[config.mk]
export PLATFORM = sky130hd
export DESIGN_NAME = smp_ctrl
export DESIGN_NICKNAME = d
export VERILOG_FILES = /design/src/rtl/smp_pkg.sv /design/src/rtl/smp_ctrl.sv
export VERILOG_INCLUDE_DIRS = /design/src /design/src/rtl
export SDC_FILE = /design/constraint.sdc
export NUM_CORES = 2
export LEC_CHECK = 0
export BUFFER_PORTS_ARGS = -buffer_cell sky130_fd_sc_hd__buf_4
export CAP_MARGIN = 20
export CORE_ASPECT_RATIO = 0.8
export CORE_UTILIZATION = 50
export CTS_CLUSTER_DIAMETER = 40
export CTS_CLUSTER_SIZE = 16
export DETAILED_ROUTE_END_ITERATION = 10
export PLACE_DENSITY = 0.68
export SLEW_MARGIN = 30
export SYNTH_ARGS = -nofsm -noshare
export SYNTH_HDL_FRONTEND = slang
export SYNTH_SLANG_ARGS = --single-unit
[constraint.sdc]
create_clock -name core_clk -period 6.05 [get_ports core_clk]
set_input_delay 0.605 -clock core_clk [delete_from_list [all_inputs] [get_ports core_clk]]
set_output_delay 0.605 -clock core_clk [all_outputs]
set_load 0.01 [all_outputs]
[src/rtl/smp_defines.svh]
// Purpose: named constants for the secure RAM partition controller
// Assumes: fixed sizes, one clock
// Notes:   header only, no logic
`ifndef SMP_DEFINES_SVH
`define SMP_DEFINES_SVH
// ---------------------------------------------------------------
// sizes
// ---------------------------------------------------------------
`define SMP_NPART   4
`define SMP_PTW     2
`define SMP_NPAGE   8
`define SMP_PGW     3
`define SMP_WDW     4
`define SMP_LAST_WD 4'hF
`define SMP_ZLEN    5'h10
`define SMP_ADDRW   7
`define SMP_NWORD   128
`define SMP_DW      32
`define SMP_MIDW    4
`define SMP_GRPW    16
// ---------------------------------------------------------------
// permission register fields
// ---------------------------------------------------------------
`define SMP_PERMW   5
`define SMP_P_CSP   3
`define SMP_P_PSP   4
// ---------------------------------------------------------------
// encodings
// ---------------------------------------------------------------
`define SMP_ST_IDLE 2'h0
`define SMP_ST_ZERO 2'h1
`define SMP_ST_DONE 2'h3
`define SMP_OP_PERM 3'h0
`define SMP_OP_GRP  3'h1
`define SMP_OP_ALOC 3'h2
`define SMP_OP_RPG  3'h3
`define SMP_OP_RPT  3'h4
`define SMP_K_RD    2'h0
`define SMP_K_WR    2'h1
`define SMP_K_FX    2'h2
`endif

[src/rtl/smp_pkg.sv]
// Purpose: types for the secure RAM partition controller
// Assumes: smp_defines.svh gives the widths
// Notes:   none
`include "smp_defines.svh"
package smp_pkg;
  typedef enum logic [1:0] {SMP_IDLE = `SMP_ST_IDLE, SMP_ZERO = `SMP_ST_ZERO,
                            SMP_DONE = `SMP_ST_DONE} smp_zst_e;
  typedef enum logic [2:0] {SMP_PERM = `SMP_OP_PERM, SMP_GRP = `SMP_OP_GRP,
                            SMP_ALOC = `SMP_OP_ALOC, SMP_RPG = `SMP_OP_RPG,
                            SMP_RPT = `SMP_OP_RPT} smp_op_e;
  typedef enum logic [1:0] {SMP_RD = `SMP_K_RD, SMP_WR = `SMP_K_WR,
                            SMP_FX = `SMP_K_FX} smp_kind_e;
  typedef logic [`SMP_MIDW-1:0]  smp_mid_t;
  typedef logic [`SMP_PTW-1:0]   smp_pt_t;
  typedef logic [`SMP_PGW-1:0]   smp_pg_t;
  typedef logic [`SMP_WDW-1:0]   smp_wd_t;
  typedef logic [`SMP_ADDRW-1:0] smp_addr_t;
endpackage

[src/rtl/smp_ctrl.sv]
// Purpose: ownership, access check and zeroization for partitioned secure_ram
// Assumes: one clock, requester holds acc_valid until acc_done
// Notes:   commands answer one cycle after they are taken
// How it works
// write to free partition permission claims it
// allocate command claims a free page
// only owner releases partition by command
// public marked partition release is refused
// violation zeroes all pages of critical partitions
// critical partition pages zeroed before rejoining pool
// released critical page is zeroed first
// every access checked against partition permissions
// only owner edits permission and group; owns pages
// page release refused in public partition
// page and partition state held internally
`timescale 1ns/1ps
`include "smp_defines.svh"
module smp_ctrl (
  input  wire logic                 core_clk,
  input  wire logic                 rst,
  input  wire logic                 violation_in,
  input  wire logic                 cmd_valid,
  input  wire smp_pkg::smp_op_e     cmd_op,
  input  wire smp_pkg::smp_mid_t    cmd_mid,
  input  wire smp_pkg::smp_pt_t     cmd_part,
  input  wire smp_pkg::smp_pg_t     cmd_page,
  input  wire logic [`SMP_GRPW-1:0] cmd_data,
  output logic                      cmd_done,
  output logic                      cmd_err,
  input  wire logic                 acc_valid,
  input  wire smp_pkg::smp_kind_e   acc_kind,
  input  wire smp_pkg::smp_mid_t    acc_mid,
  input  wire smp_pkg::smp_addr_t   acc_addr,
  input  wire logic [`SMP_DW-1:0]   acc_wdata,
  output logic                      acc_done,
  output logic                      acc_err,
  output logic [`SMP_DW-1:0]        acc_rdata,
  output logic                      zero_busy
);
  import smp_pkg::*;
  // ---------------------------------------------------------------
  // state
  // ---------------------------------------------------------------
  logic [`SMP_DW-1:0]    mem [`SMP_NWORD];       // secure_ram words
  logic [`SMP_NPART-1:0] pt_own_ff;              // partition claimed
  smp_mid_t              pt_owner_ff [`SMP_NPART];
  logic [`SMP_PERMW-1:0] pt_perm_ff [`SMP_NPART]; // partition_permission_reg
  logic [`SMP_GRPW-1:0]  pt_grp_ff [`SMP_NPART];  // partition_access_group_reg
  logic [`SMP_NPAGE-1:0] pg_alloc_ff;            // page claimed
  logic [`SMP_NPAGE-1:0] pg_pend_ff;             // page awaits zeroing
  logic [`SMP_NPAGE-1:0] pg_rel_ff;              // free page after zeroing
  smp_pt_t               pg_part_ff [`SMP_NPAGE];
  logic [`SMP_NPAGE-1:0] pg_csp;                 // page lies in critical partition
  smp_zst_e              zst_ff;
  smp_pg_t               zpg_ff;
  smp_wd_t               zwd_ff;
  logic [`SMP_WDW:0]     zlen_ff;                // cycles spent scrubbing this page
  logic                  vs1_ff, vs2_ff, vs3_ff; // violation sync and edge
  logic                  viol_rise;
  // ---------------------------------------------------------------
  // command decode
  // ---------------------------------------------------------------
  smp_pt_t cpg_pt;
  logic    is_owner, pg_mine, cmd_ok;
  logic    do_perm, do_grp, do_aloc, do_rpg, do_rpt;
  assign cpg_pt   = pg_part_ff[cmd_page];
  assign is_owner = pt_own_ff[cmd_part] && (pt_owner_ff[cmd_part] == cmd_mid);
  // a page in zeroing cannot be released on its own
  assign pg_mine  = pg_alloc_ff[cmd_page] && !pg_pend_ff[cmd_page] &&
                    pt_own_ff[cpg_pt] && (pt_owner_ff[cpg_pt] == cmd_mid);
  // judge the request against ownership and marks
  always_comb
  begin
    cmd_ok = 1'b0;
    case (cmd_op)
      SMP_PERM: cmd_ok = !pt_own_ff[cmd_part] || is_owner;
      SMP_GRP:  cmd_ok = is_owner;
      SMP_ALOC: cmd_ok = is_owner && !pg_alloc_ff[cmd_page] &&
                         !pg_pend_ff[cmd_page];
      SMP_RPG:  cmd_ok = pg_mine && !pt_perm_ff[cpg_pt][`SMP_P_PSP];
      SMP_RPT:  cmd_ok = is_owner && !pt_perm_ff[cmd_part][`SMP_P_PSP];
      default:  cmd_ok = 1'b0;
    endcase
  end
  assign do_perm = cmd_valid && cmd_ok && (cmd_op == SMP_PERM);
  assign do_grp  = cmd_valid && cmd_ok && (cmd_op == SMP_GRP);
  assign do_aloc = cmd_valid && cmd_ok && (cmd_op == SMP_ALOC);
  assign do_rpg  = cmd_valid && cmd_ok && (cmd_op == SMP_RPG);
  assign do_rpt  = cmd_valid && cmd_ok && (cmd_op == SMP_RPT);
  // command answer pulse
  always_ff @(posedge core_clk or posedge rst)
  begin
    if (rst)
    begin
      cmd_done <= 1'b0;
      cmd_err  <= 1'b0;
    end
    else
    begin
      cmd_done <= cmd_valid;
      cmd_err  <= cmd_valid && !cmd_ok;
    end
  end
  // ---------------------------------------------------------------
  // partition state
  // ---------------------------------------------------------------
  genvar gp, gg;
  generate
    for (gp = 0; gp < `SMP_NPART; gp++)
    begin : g_pt
      logic me;
      assign me = (cmd_part == smp_pt_t'(gp));
      // claim, edit or drop one partition
      always_ff @(posedge core_clk or posedge rst)
      begin
        if (rst)
        begin
          pt_own_ff[gp]   <= 1'b0;
          pt_owner_ff[gp] <= '0;
          pt_perm_ff[gp]  <= '0;
          pt_grp_ff[gp]   <= '0;
        end
        else if (do_perm && me)
        begin
          pt_own_ff[gp]   <= 1'b1;
          pt_owner_ff[gp] <= cmd_mid;
          pt_perm_ff[gp]  <= cmd_data[`SMP_PERMW-1:0];
        end
        else if (do_grp && me)
          pt_grp_ff[gp] <= cmd_data;
        else if (do_rpt && me)
        begin
          pt_own_ff[gp]  <= 1'b0;
          pt_perm_ff[gp] <= '0;
          pt_grp_ff[gp]  <= '0;
        end
      end
    end
    // ---------------------------------------------------------------
    // page state
    // ---------------------------------------------------------------
    for (gg = 0; gg < `SMP_NPAGE; gg++)
    begin : g_pg
      logic relme, zdone, zset;
      assign pg_csp[gg] = pt_perm_ff[pg_part_ff[gg]][`SMP_P_CSP];
      assign relme = (do_rpg && (cmd_page == smp_pg_t'(gg))) ||
                     (do_rpt && pg_alloc_ff[gg] && (pg_part_ff[gg] == cmd_part));
      assign zdone = (zst_ff == SMP_DONE) && (zpg_ff == smp_pg_t'(gg));
      assign zset  = (relme && pg_csp[gg]) ||
                     (viol_rise && pg_alloc_ff[gg] && pg_csp[gg]);
      // critical pages stay claimed until scrubbed
      always_ff @(posedge core_clk or posedge rst)
      begin
        if (rst)
        begin
          pg_alloc_ff[gg] <= 1'b0;
          pg_part_ff[gg]  <= '0;
        end
        else if (do_aloc && (cmd_page == smp_pg_t'(gg)))
        begin
          pg_alloc_ff[gg] <= 1'b1;
          pg_part_ff[gg]  <= cmd_part;
        end
        else if (relme && !pg_csp[gg])
          pg_alloc_ff[gg] <= 1'b0;
        else if (zdone && pg_rel_ff[gg])
          pg_alloc_ff[gg] <= 1'b0;
      end
      // zero request flags, a new request beats the clear
      always_ff @(posedge core_clk or posedge rst)
      begin
        if (rst)
        begin
          pg_pend_ff[gg] <= 1'b0;
          pg_rel_ff[gg]  <= 1'b0;
        end
        else
        begin
          if (zset)
            pg_pend_ff[gg] <= 1'b1;
          else if (zdone)
            pg_pend_ff[gg] <= 1'b0;
          if (relme && pg_csp[gg])
            pg_rel_ff[gg] <= 1'b1;
          else if (zdone)
            pg_rel_ff[gg] <= 1'b0;
        end
      end
    end
  endgenerate
  // ---------------------------------------------------------------
  // violation input, two stages then edge
  // ---------------------------------------------------------------
  always_ff @(posedge core_clk or posedge rst)
  begin
    if (rst)
    begin
      vs1_ff <= 1'b0;
      vs2_ff <= 1'b0;
      vs3_ff <= 1'b0;
    end
    else
    begin
      vs1_ff <= violation_in;
      vs2_ff <= vs1_ff;
      vs3_ff <= vs2_ff;
    end
  end
  assign viol_rise = vs2_ff && !vs3_ff;
  // ---------------------------------------------------------------
  // zeroizer: lowest pending page first, one word a cycle
  // ---------------------------------------------------------------
  function automatic smp_pg_t first_pg(input logic [`SMP_NPAGE-1:0] v);
    first_pg = '0;
    for (int i = `SMP_NPAGE - 1; i >= 0; i--)
      if (v[i])
        first_pg = smp_pg_t'(i);
  endfunction
  always_ff @(posedge core_clk or posedge rst)
  begin
    if (rst)
    begin
      zst_ff    <= SMP_IDLE;
      zpg_ff    <= '0;
      zwd_ff    <= '0;
      zero_busy <= 1'b0;
    end
    else
    begin
      zero_busy <= |pg_pend_ff;
      case (zst_ff)
        SMP_IDLE:
          if (|pg_pend_ff)
          begin
            zpg_ff <= first_pg(pg_pend_ff);
            zwd_ff <= '0;
            zst_ff <= SMP_ZERO;
          end
        SMP_ZERO:
        begin
          zwd_ff <= zwd_ff + 1'b1;
          if (zwd_ff == `SMP_LAST_WD)
            zst_ff <= SMP_DONE;
        end
        SMP_DONE: zst_ff <= SMP_IDLE;
        default:  zst_ff <= SMP_IDLE;
      endcase
    end
  end
  // ---------------------------------------------------------------
  // access check; stalls while the zeroizer owns the write port
  // ---------------------------------------------------------------
  smp_pg_t apg;
  smp_pt_t apt;
  logic    acc_take, acc_ok;
  assign apg      = acc_addr[`SMP_ADDRW-1:`SMP_WDW];
  assign apt      = pg_part_ff[apg];
  assign acc_take = acc_valid && (zst_ff != SMP_ZERO) && !acc_done;
  assign acc_ok   = pg_alloc_ff[apg] && !pg_pend_ff[apg] && pt_own_ff[apt] &&
                    (acc_kind <= SMP_FX) && pt_perm_ff[apt][acc_kind] &&
                    ((pt_owner_ff[apt] == acc_mid) || pt_grp_ff[apt][acc_mid]);
  // memory write port, zeroing first
  always_ff @(posedge core_clk)
  begin
    if (zst_ff == SMP_ZERO)
      mem[{zpg_ff, zwd_ff}] <= '0;
    else if (acc_take && acc_ok && (acc_kind == SMP_WR))
      mem[acc_addr] <= acc_wdata;
  end
  // answer; denied reads return zero
  always_ff @(posedge core_clk or posedge rst)
  begin
    if (rst)
    begin
      acc_done  <= 1'b0;
      acc_err   <= 1'b0;
      acc_rdata <= '0;
    end
    else
    begin
      acc_done  <= acc_take;
      acc_err   <= acc_take && !acc_ok;
      acc_rdata <= (acc_take && acc_ok && (acc_kind != SMP_WR)) ? mem[acc_addr] : '0;
    end
  end
  // ---------------------------------------------------------------
  // checks
  // ---------------------------------------------------------------
  // helper count of scrub cycles, kept apart from the word counter
  always_ff @(posedge core_clk or posedge rst)
  begin
    if (rst)
      zlen_ff <= '0;
    else if (zst_ff == SMP_ZERO)
      zlen_ff <= zlen_ff + 1'b1;
    else
      zlen_ff <= '0;
  end
endmodule // smp_ctrl

* Yosys cells after proc, flatten, opt, wreduce, memory -nomap -nowiden
Memory sizes are Yosys's and may differ from the RTL's.
Index checks and enable logic that the tools add are counted.
Widths: inputs -> output; s select.
** Cells by class
- $add $sub $neg :: 1
- Magnitude comparators :: 21
- Equal/unequal tests :: 44
- Mux-type cells :: 172
- Bitwise logic cells :: 17
- Reduce and logical (&&, ||, !) cells :: 206
** Operators by type and width (number)
- $mux 16 :: 10
- $logic_and 1x1->1 :: 119
- $bmux 5 s2 :: 11
- $mux 4 :: 25
- $mux 5 :: 16
- $mux 1 :: 75
- $mux 32 :: 2
- $reduce_bool 2->1 :: 25
- $ge 3x3->1 const B :: 11
- $not 2->3 :: 11
- $bmux 16 s2 :: 1
- $reduce_or 32->1 :: 1
- $eq 3x3->1 const B :: 9
- $bmux 4 s2 :: 3
- $mux 3 :: 8
- $reduce_bool 3->1 :: 8
- $reduce_and 2->1 :: 11
- $eq 3x2->1 const B :: 6
- $logic_not 1->1 :: 18
- $logic_or 1x1->1 :: 18
- $eq 2x2->1 :: 8
- $bmux 1 s3 :: 4
- $bmux 2 s3 :: 2
- $eq 4x4->1 :: 3
- other kinds (25) :: 56
** Storage, ports and cells
- Bits in registers :: 193
- Memory bits (writable) :: 4096
- Input bits :: 78
- Output and inout port bits :: 37
- Logic and storage cells :: 522
- Memories :: 1
** Memory list
- mem :: depth 128, bits a word 32, read ports 1, clocked after Yosys merged registers in 0, write ports 1, RTL line smp_ctrl.sv:44 : logic [`SMP_DW-1:0] mem [`SMP_NWORD];

* Depth between registers and ports, before layout
- Depth in word-level cells :: 20
- Mapped depth :: 16
- Gate-level depth less buffers :: 9

* Worst setup path before layout
OpenSTA, ideal clock, no wires.
- Path type :: input port to flip-flop
- Start point :: input acc_addr[4]
- End point :: memory mem[0][11] (netlist bit), data pin
- Setup time :: 0.537 ns
- Data arrival time :: 5.047 ns
- Required time :: 5.513 ns
- Slack :: 0.466 ns
- Stages on the path :: 12
- Path buffers :: 4
- Cells stage by stage :: buf_6 mux2i_1 mux4_2 buf_4 mux2i_1 mux4_2 o21ai_1 o2111ai_1 nor3_2 clkbuf_1 clkbuf_1 and3_1
** Between the ends
- Word-level cells in the longest chain between the ends :: 19
- Elaborated cells between the ends (all ways) :: 39
- Classes of those cells :: 1 x eq/ne; 26 x mux; 2 x bitwise; 10 x reduce/logical
** RTL lines
- start, declared :: RTL line smp_ctrl.sv:33 : input wire smp_pkg::smp_addr_t acc_addr,
- $not 3->4 (not written as such) :: RTL line smp_ctrl.sv:257 : assign apt = pg_part_ff[apg];
- $bmux 2 s3 :: RTL line smp_ctrl.sv:257
- $mux 2 (not written as such) (2 in series) :: RTL line smp_ctrl.sv:257
- $not 2->3 (not written as such) :: RTL line smp_ctrl.sv:260, smp_ctrl.sv:261
- $bmux 16 s2 / $bmux 5 s2 (equally long branches) :: RTL line smp_ctrl.sv:261, smp_ctrl.sv:260
- $mux 16 (not written as such) / $mux 4 (equally long branches) (2 in series) :: RTL line smp_ctrl.sv:261, smp_ctrl.sv:260
- $bmux 1 s4 / $bmux 1 s2 (equally long branches) :: RTL line smp_ctrl.sv:261, smp_ctrl.sv:260
- $mux 1, on equally long branches :: RTL line smp_ctrl.sv:261, smp_ctrl.sv:260
- $logic_or 1x1->1 / $logic_and 1x1->1 (equally long branches) :: RTL line smp_ctrl.sv:261, smp_ctrl.sv:260
- $logic_and 1x1->1 (*) :: RTL line smp_ctrl.sv:260 : (acc_kind <= SMP_FX) && pt_perm_ff[apt][acc_kind] &&
- $logic_and 1x1->1 (*) (2 in series) :: RTL line smp_ctrl.sv:267 : else if (acc_take && acc_ok && (acc_kind == SMP_WR))
- $mux 1 (*) :: RTL line smp_ctrl.sv:267
- $mux 1 (*) :: RTL line smp_ctrl.sv:265 : if (zst_ff == SMP_ZERO)
- $mux 1 (not written as such) (*) :: RTL line smp_ctrl.sv:268 : mem[acc_addr] <= acc_wdata;
- $reduce_or 32->1 (no source line) (*)
- $mux 32 (no source line) (*)
- end, declared :: RTL line smp_ctrl.sv:44
Every way passes the cells marked *; elsewhere a longest branch is shown, timed or not. The select of a mux whose other input is x is not followed.

* Worst setup path after layout
- Start point :: register pg_part_ff[1] (netlist bit)
- End point :: memory mem[82][21] (netlist bit), enable pin
** Between the ends
- Word-level cells in the longest chain between the ends :: 18
- Elaborated cells between the ends (all ways) :: 33
- Classes of those cells :: 1 x eq/ne; 23 x mux; 1 x bitwise; 8 x reduce/logical
** RTL lines
- start, declared :: RTL line smp_ctrl.sv:52 : smp_pt_t pg_part_ff [`SMP_NPAGE];
- start signal, assigned by index :: RTL line smp_ctrl.sv:162 : pg_part_ff[gg] <= cmd_part;
- $bmux 2 s3 (*) :: RTL line smp_ctrl.sv:257
- $mux 2 (not written as such) (*) (2 in series) :: RTL line smp_ctrl.sv:257
- $not 2->3 (not written as such) :: RTL line smp_ctrl.sv:260, smp_ctrl.sv:261
- $bmux 16 s2 / $bmux 5 s2 (equally long branches) :: RTL line smp_ctrl.sv:261, smp_ctrl.sv:260
- $mux 16 (not written as such) / $mux 4 (equally long branches) (2 in series) :: RTL line smp_ctrl.sv:261, smp_ctrl.sv:260
- $bmux 1 s4 / $bmux 1 s2 (equally long branches) :: RTL line smp_ctrl.sv:261, smp_ctrl.sv:260
- $mux 1, on equally long branches :: RTL line smp_ctrl.sv:261, smp_ctrl.sv:260
- $logic_or 1x1->1 / $logic_and 1x1->1 (equally long branches) :: RTL line smp_ctrl.sv:261, smp_ctrl.sv:260
- $logic_and 1x1->1 (*) :: RTL line smp_ctrl.sv:260
- $logic_and 1x1->1 (*) (2 in series) :: RTL line smp_ctrl.sv:267
- $mux 1 (*) :: RTL line smp_ctrl.sv:267
- $mux 1 (*) :: RTL line smp_ctrl.sv:265
- $mux 1 (not written as such) (*) :: RTL line smp_ctrl.sv:268
- $reduce_or 32->1 (no source line)
- $mux 7 (no source line) / $mux 1 (equally long branches)
Marks and branches as above.

==> impl_metrics.env <==
export IMPL_outcome="finished clean"
export IMPL_crit_type="reg2reg"
export IMPL_io_pins=115
export IMPL_viasPerCell=6.620
export IMPL_grt_max_degree=129
export IMPL_drt_total_wl_mm=450.9
export IMPL_clock_sinks=4289
export IMPL_hold_path_class="in2reg"
export IMPL_grt_overflow_total=0
export IMPL_async_reset_ff_share_pct=4.500
export IMPL_ys_types=63
export IMPL_min_to="pt_own_ff[0]$_DFFE_PP0P_"
export IMPL_leakage_nw=53.06
export IMPL_whs_path_depth=2
export IMPL_clk_latency_ns=0.97
export IMPL_post_cts_setup_buffer_count=0
export IMPL_dr_first_iter_drc_count=12660
export IMPL_die_h_microns=518.5
export IMPL_nets=7522
export IMPL_r2r_slack_ns=0.52
export IMPL_end_kind="flop"
export IMPL_synth_ff_type="edfxtp_1"
export IMPL_clk_pin_slew_ns=0.06
export IMPL_setup_viol_count_final=0
export IMPL_tightestPinTransition_ns=1.106
export IMPL_antenna_found_initial=58
export IMPL_synth_top_family_by_area="multiplexers"
export IMPL_initial_core_util_pct=50.29
export IMPL_grt_total_usage_pct=26.92
export IMPL_wire_per_inst_microns=36.84
export IMPL_io_buffers=114
export IMPL_reg2reg_from="pg_part_ff[1]$_DFFE_PP0P_"
export IMPL_place_area_sq_um=177300
export IMPL_die_w_microns=647.6
export IMPL_clock_root_buffer="clkbuf_16"
export IMPL_yosys_warnings=0
export IMPL_ant_nets=0
export IMPL_final_cell_mix="edfxtp_1, mux4_2, clkbuf_16"
export IMPL_core_sq_um=331500
export IMPL_synth_compound_area_share_pct=1.478
export IMPL_synthToLayoutAreaGrowth_pct=15.76
export IMPL_max_clock_freq_ghz=0.1807
export IMPL_syn_nets=6980
export IMPL_fill_cells=23040
export IMPL_grt_pass1_wl_mm=631.1
export IMPL_reg2regPathDepth=10
export IMPL_cp_start_kind="flop"
export IMPL_cp_max_fo=32
export IMPL_hold_start="cmd_op[2]"
export IMPL_r2r_end="mem[82][21]$_DFFE_PP_"
export IMPL_synth_simple_gate_area_share_pct=1.121
export IMPL_layout_drive_gt1_share_pct=36.87
export IMPL_ir_drop_uv=296.3
export IMPL_power_density_nw_per_um2=322.4
export IMPL_gp_congestion=0.9057
export IMPL_final_common_cell="edfxtp_1"
export IMPL_vias=81020
export IMPL_hpwl_mm=268.4
export IMPL_synth_edf_count=4096
export IMPL_cap_violations=0
export IMPL_seq_area_frac_synth_pct=76.66
export IMPL_fin_crit_sh_pct=91.46
export IMPL_synth_area_mux_share_pct=19.54
export IMPL_grt_pass1_vias=79640
export IMPL_slew_headroom_pct=26.28
export IMPL_crit_path_start="pg_part_ff[1]$_DFFE_PP0P_"
export IMPL_cts_buffers=446
export IMPL_cts_tree="yes"
export IMPL_synth_xor_area_share_pct=0.1523
export IMPL_path_cells="mux2i_1 > mux4_2 > mux4_2 > o21ai_1 > o2111ai_1 > buf_4 > or3_4 > or4_1 > a22oi_2 > buf_4"
export IMPL_h_tree_depth=5
export IMPL_slew_violations=0
export IMPL_yosys_area_share_adder_pct=0.007504
export IMPL_syn_area_sq_um=166700
export IMPL_drc_errors=0
export IMPL_first_pass_iters=6
export IMPL_crit_required_ns=6.61
export IMPL_cp_arrival_ns=6.10
export IMPL_post_route_min_period_ns=5.533
export IMPL_die_area_sq_um=335800
export IMPL_finalHoldViolCount=0
export IMPL_ctsResizeCount=0
export IMPL_clock_skew_ns=0.08479
export IMPL_rsz0062_at_grt="no"
export IMPL_ys_ff_latch=4289
export IMPL_final_area_sq_um=193000
export IMPL_cpPeakStageDelay_ns=0.78
export IMPL_fin_setup_tns_ns=0
export IMPL_avgSynthCellArea_sq_um=24.16
export IMPL_rows=189
export IMPL_clk_path_buf_depth=4
export IMPL_crit_slowest_cell="mux4_2"
export IMPL_synth_cells=6901
## where the power goes
part	leakage [nW]	switching [mW]	internal [mW]	total [mW]
registers	33.3	0.0399	32.1	32.1
clock network	7.38	12.2	16.3	28.5
logic	12.3	0.966	0.689	1.66
## synth_stat cells, types with 6 or more instances
master,n,area [sq um]
o21ai_2,12,105.1
a22oi_2,46,575.6
a22o_1,70,613.1
nor2b_1,20,125.1
a32oi_1,9,78.83
nor2_1,31,116.4
or2_2,6,37.54
mux2_2,69,777.0
dfrtp_1,193,4830
buf_1,95,356.6
nand3_1,35,175.2
mux2i_1,74,740.7
o21ai_0,23,115.1
nand2_1,65,244.0
edfxtp_1,4096,123000
buf_4,11,82.58
inv_1,20,75.07
nand4_1,19,118.9
o211ai_1,6,45.04
or3_1,6,37.54
clkbuf_1,274,1028
or4_1,12,90.09
mux4_2,1378,31030
nor3b_1,9,67.56
nor3_1,53,265.3
a21oi_1,7,35.03
buf_2,21,105.1
xnor2_1,25,219.0
a22oi_1,84,630.6
nand2b_1,17,106.4
buf_6,8,90.09
and3_1,39,244.0
## per-layer routing
metal | vias up | share of wire [%] | GRT usage, % | routed length [microns]
met5 | - | 0.034 | 0 | 154
met4 | 22 | 4.2 | 9.846 | 18790
met3 | 778 | 13 | 7.870 | 56570
met2 | 5155 | 45 | 38.91 | 201400
met1 | 43800 | 39 | 39.30 | 174000
li1 | 31270 | - | - | -
## through the flow
step	std cells	hold WS, ns	total power [mW]	setup WS (ns)	utilization [%]
finish	12240	0.05417	62.23	0.5166	58.22
detailed placement	11360	0.3362	34.37	0.1173	53.47
floorplan	6901	0.3312	33.77	0.1895	-
CTS	12220	0.005054	62.50	0.6111	58.19
global route	12220	0.03906	63.66	0.3390	58.20
global placement	11360	0.3435	34.37	0.1699	53.47
## worst max-delay path: cells and delay by family (launching register included)
family	cells	cell delay, ns
buffers and inverters	2	0.94
multiplexers	3	1.42
AO/OA/AOI/OAI	3	0.92
flip-flops	1	0.47
AND/OR/NAND/NOR	2	1.32
## cell families (layout without fill, tap and decap cells)
family	Yosys count	in the layout
adders and majority gates	1	1
muxes	1522	1522
buffers and inverters	429	1352
xor gates and xnor gates	29	29
and+or+nand+nor	340	340
AOI/OAI and AO/OA	291	291
DFF	4289	4289
other	0	22
## layout make-up
cell class                      count  area [sq um]  area share [%]
Tap cell                         4393          5497           2.848
Clock buffer                      484         11490           5.955
Inverter                           20         87.58         0.04538
Antenna cell                       22         55.05         0.02852
Multi-Input combinational cell   2183         37810           19.59
Clock inverter                    345          3920           2.031
Timing Repair Buffer              503          6320           3.274
Sequential cell                  4289        127800           66.23
## how the worst max path moves through the flow
stage                                       end  depth (start not counted)
after floorplan              acc_done$_DFF_PP0_                          1
after global placement    mem[86][19]$_DFFE_PP_                         12
after detailed placement  mem[82][21]$_DFFE_PP_                         12
after CTS                 mem[82][21]$_DFFE_PP_                         10
after global routing      mem[82][25]$_DFFE_PP_                         10
final                     mem[82][21]$_DFFE_PP_                         10
## state kept, by name, indices dropped and copies added, names as in the netlist, 2 cells and up
| signal | cells |
|---|---|
| zpg_ff | 3 |
| mem | 4096 |
| pt_owner_ff | 16 |
| pg_part_ff | 16 |
| pt_grp_ff | 64 |
| pt_perm_ff | 20 |
| pt_own_ff | 4 |
| pg_alloc_ff | 8 |
| pg_rel_ff | 8 |
| acc_rdata | 32 |
| pg_pend_ff | 8 |
| zst_ff | 2 |
| zwd_ff | 4 |
## timing repair
item	CTS	global route
endpoints found under the hold margin	162	0
setup endpoints to repair	0	0
hold buffers	23	0
Power figures use the tool's default switching activity.
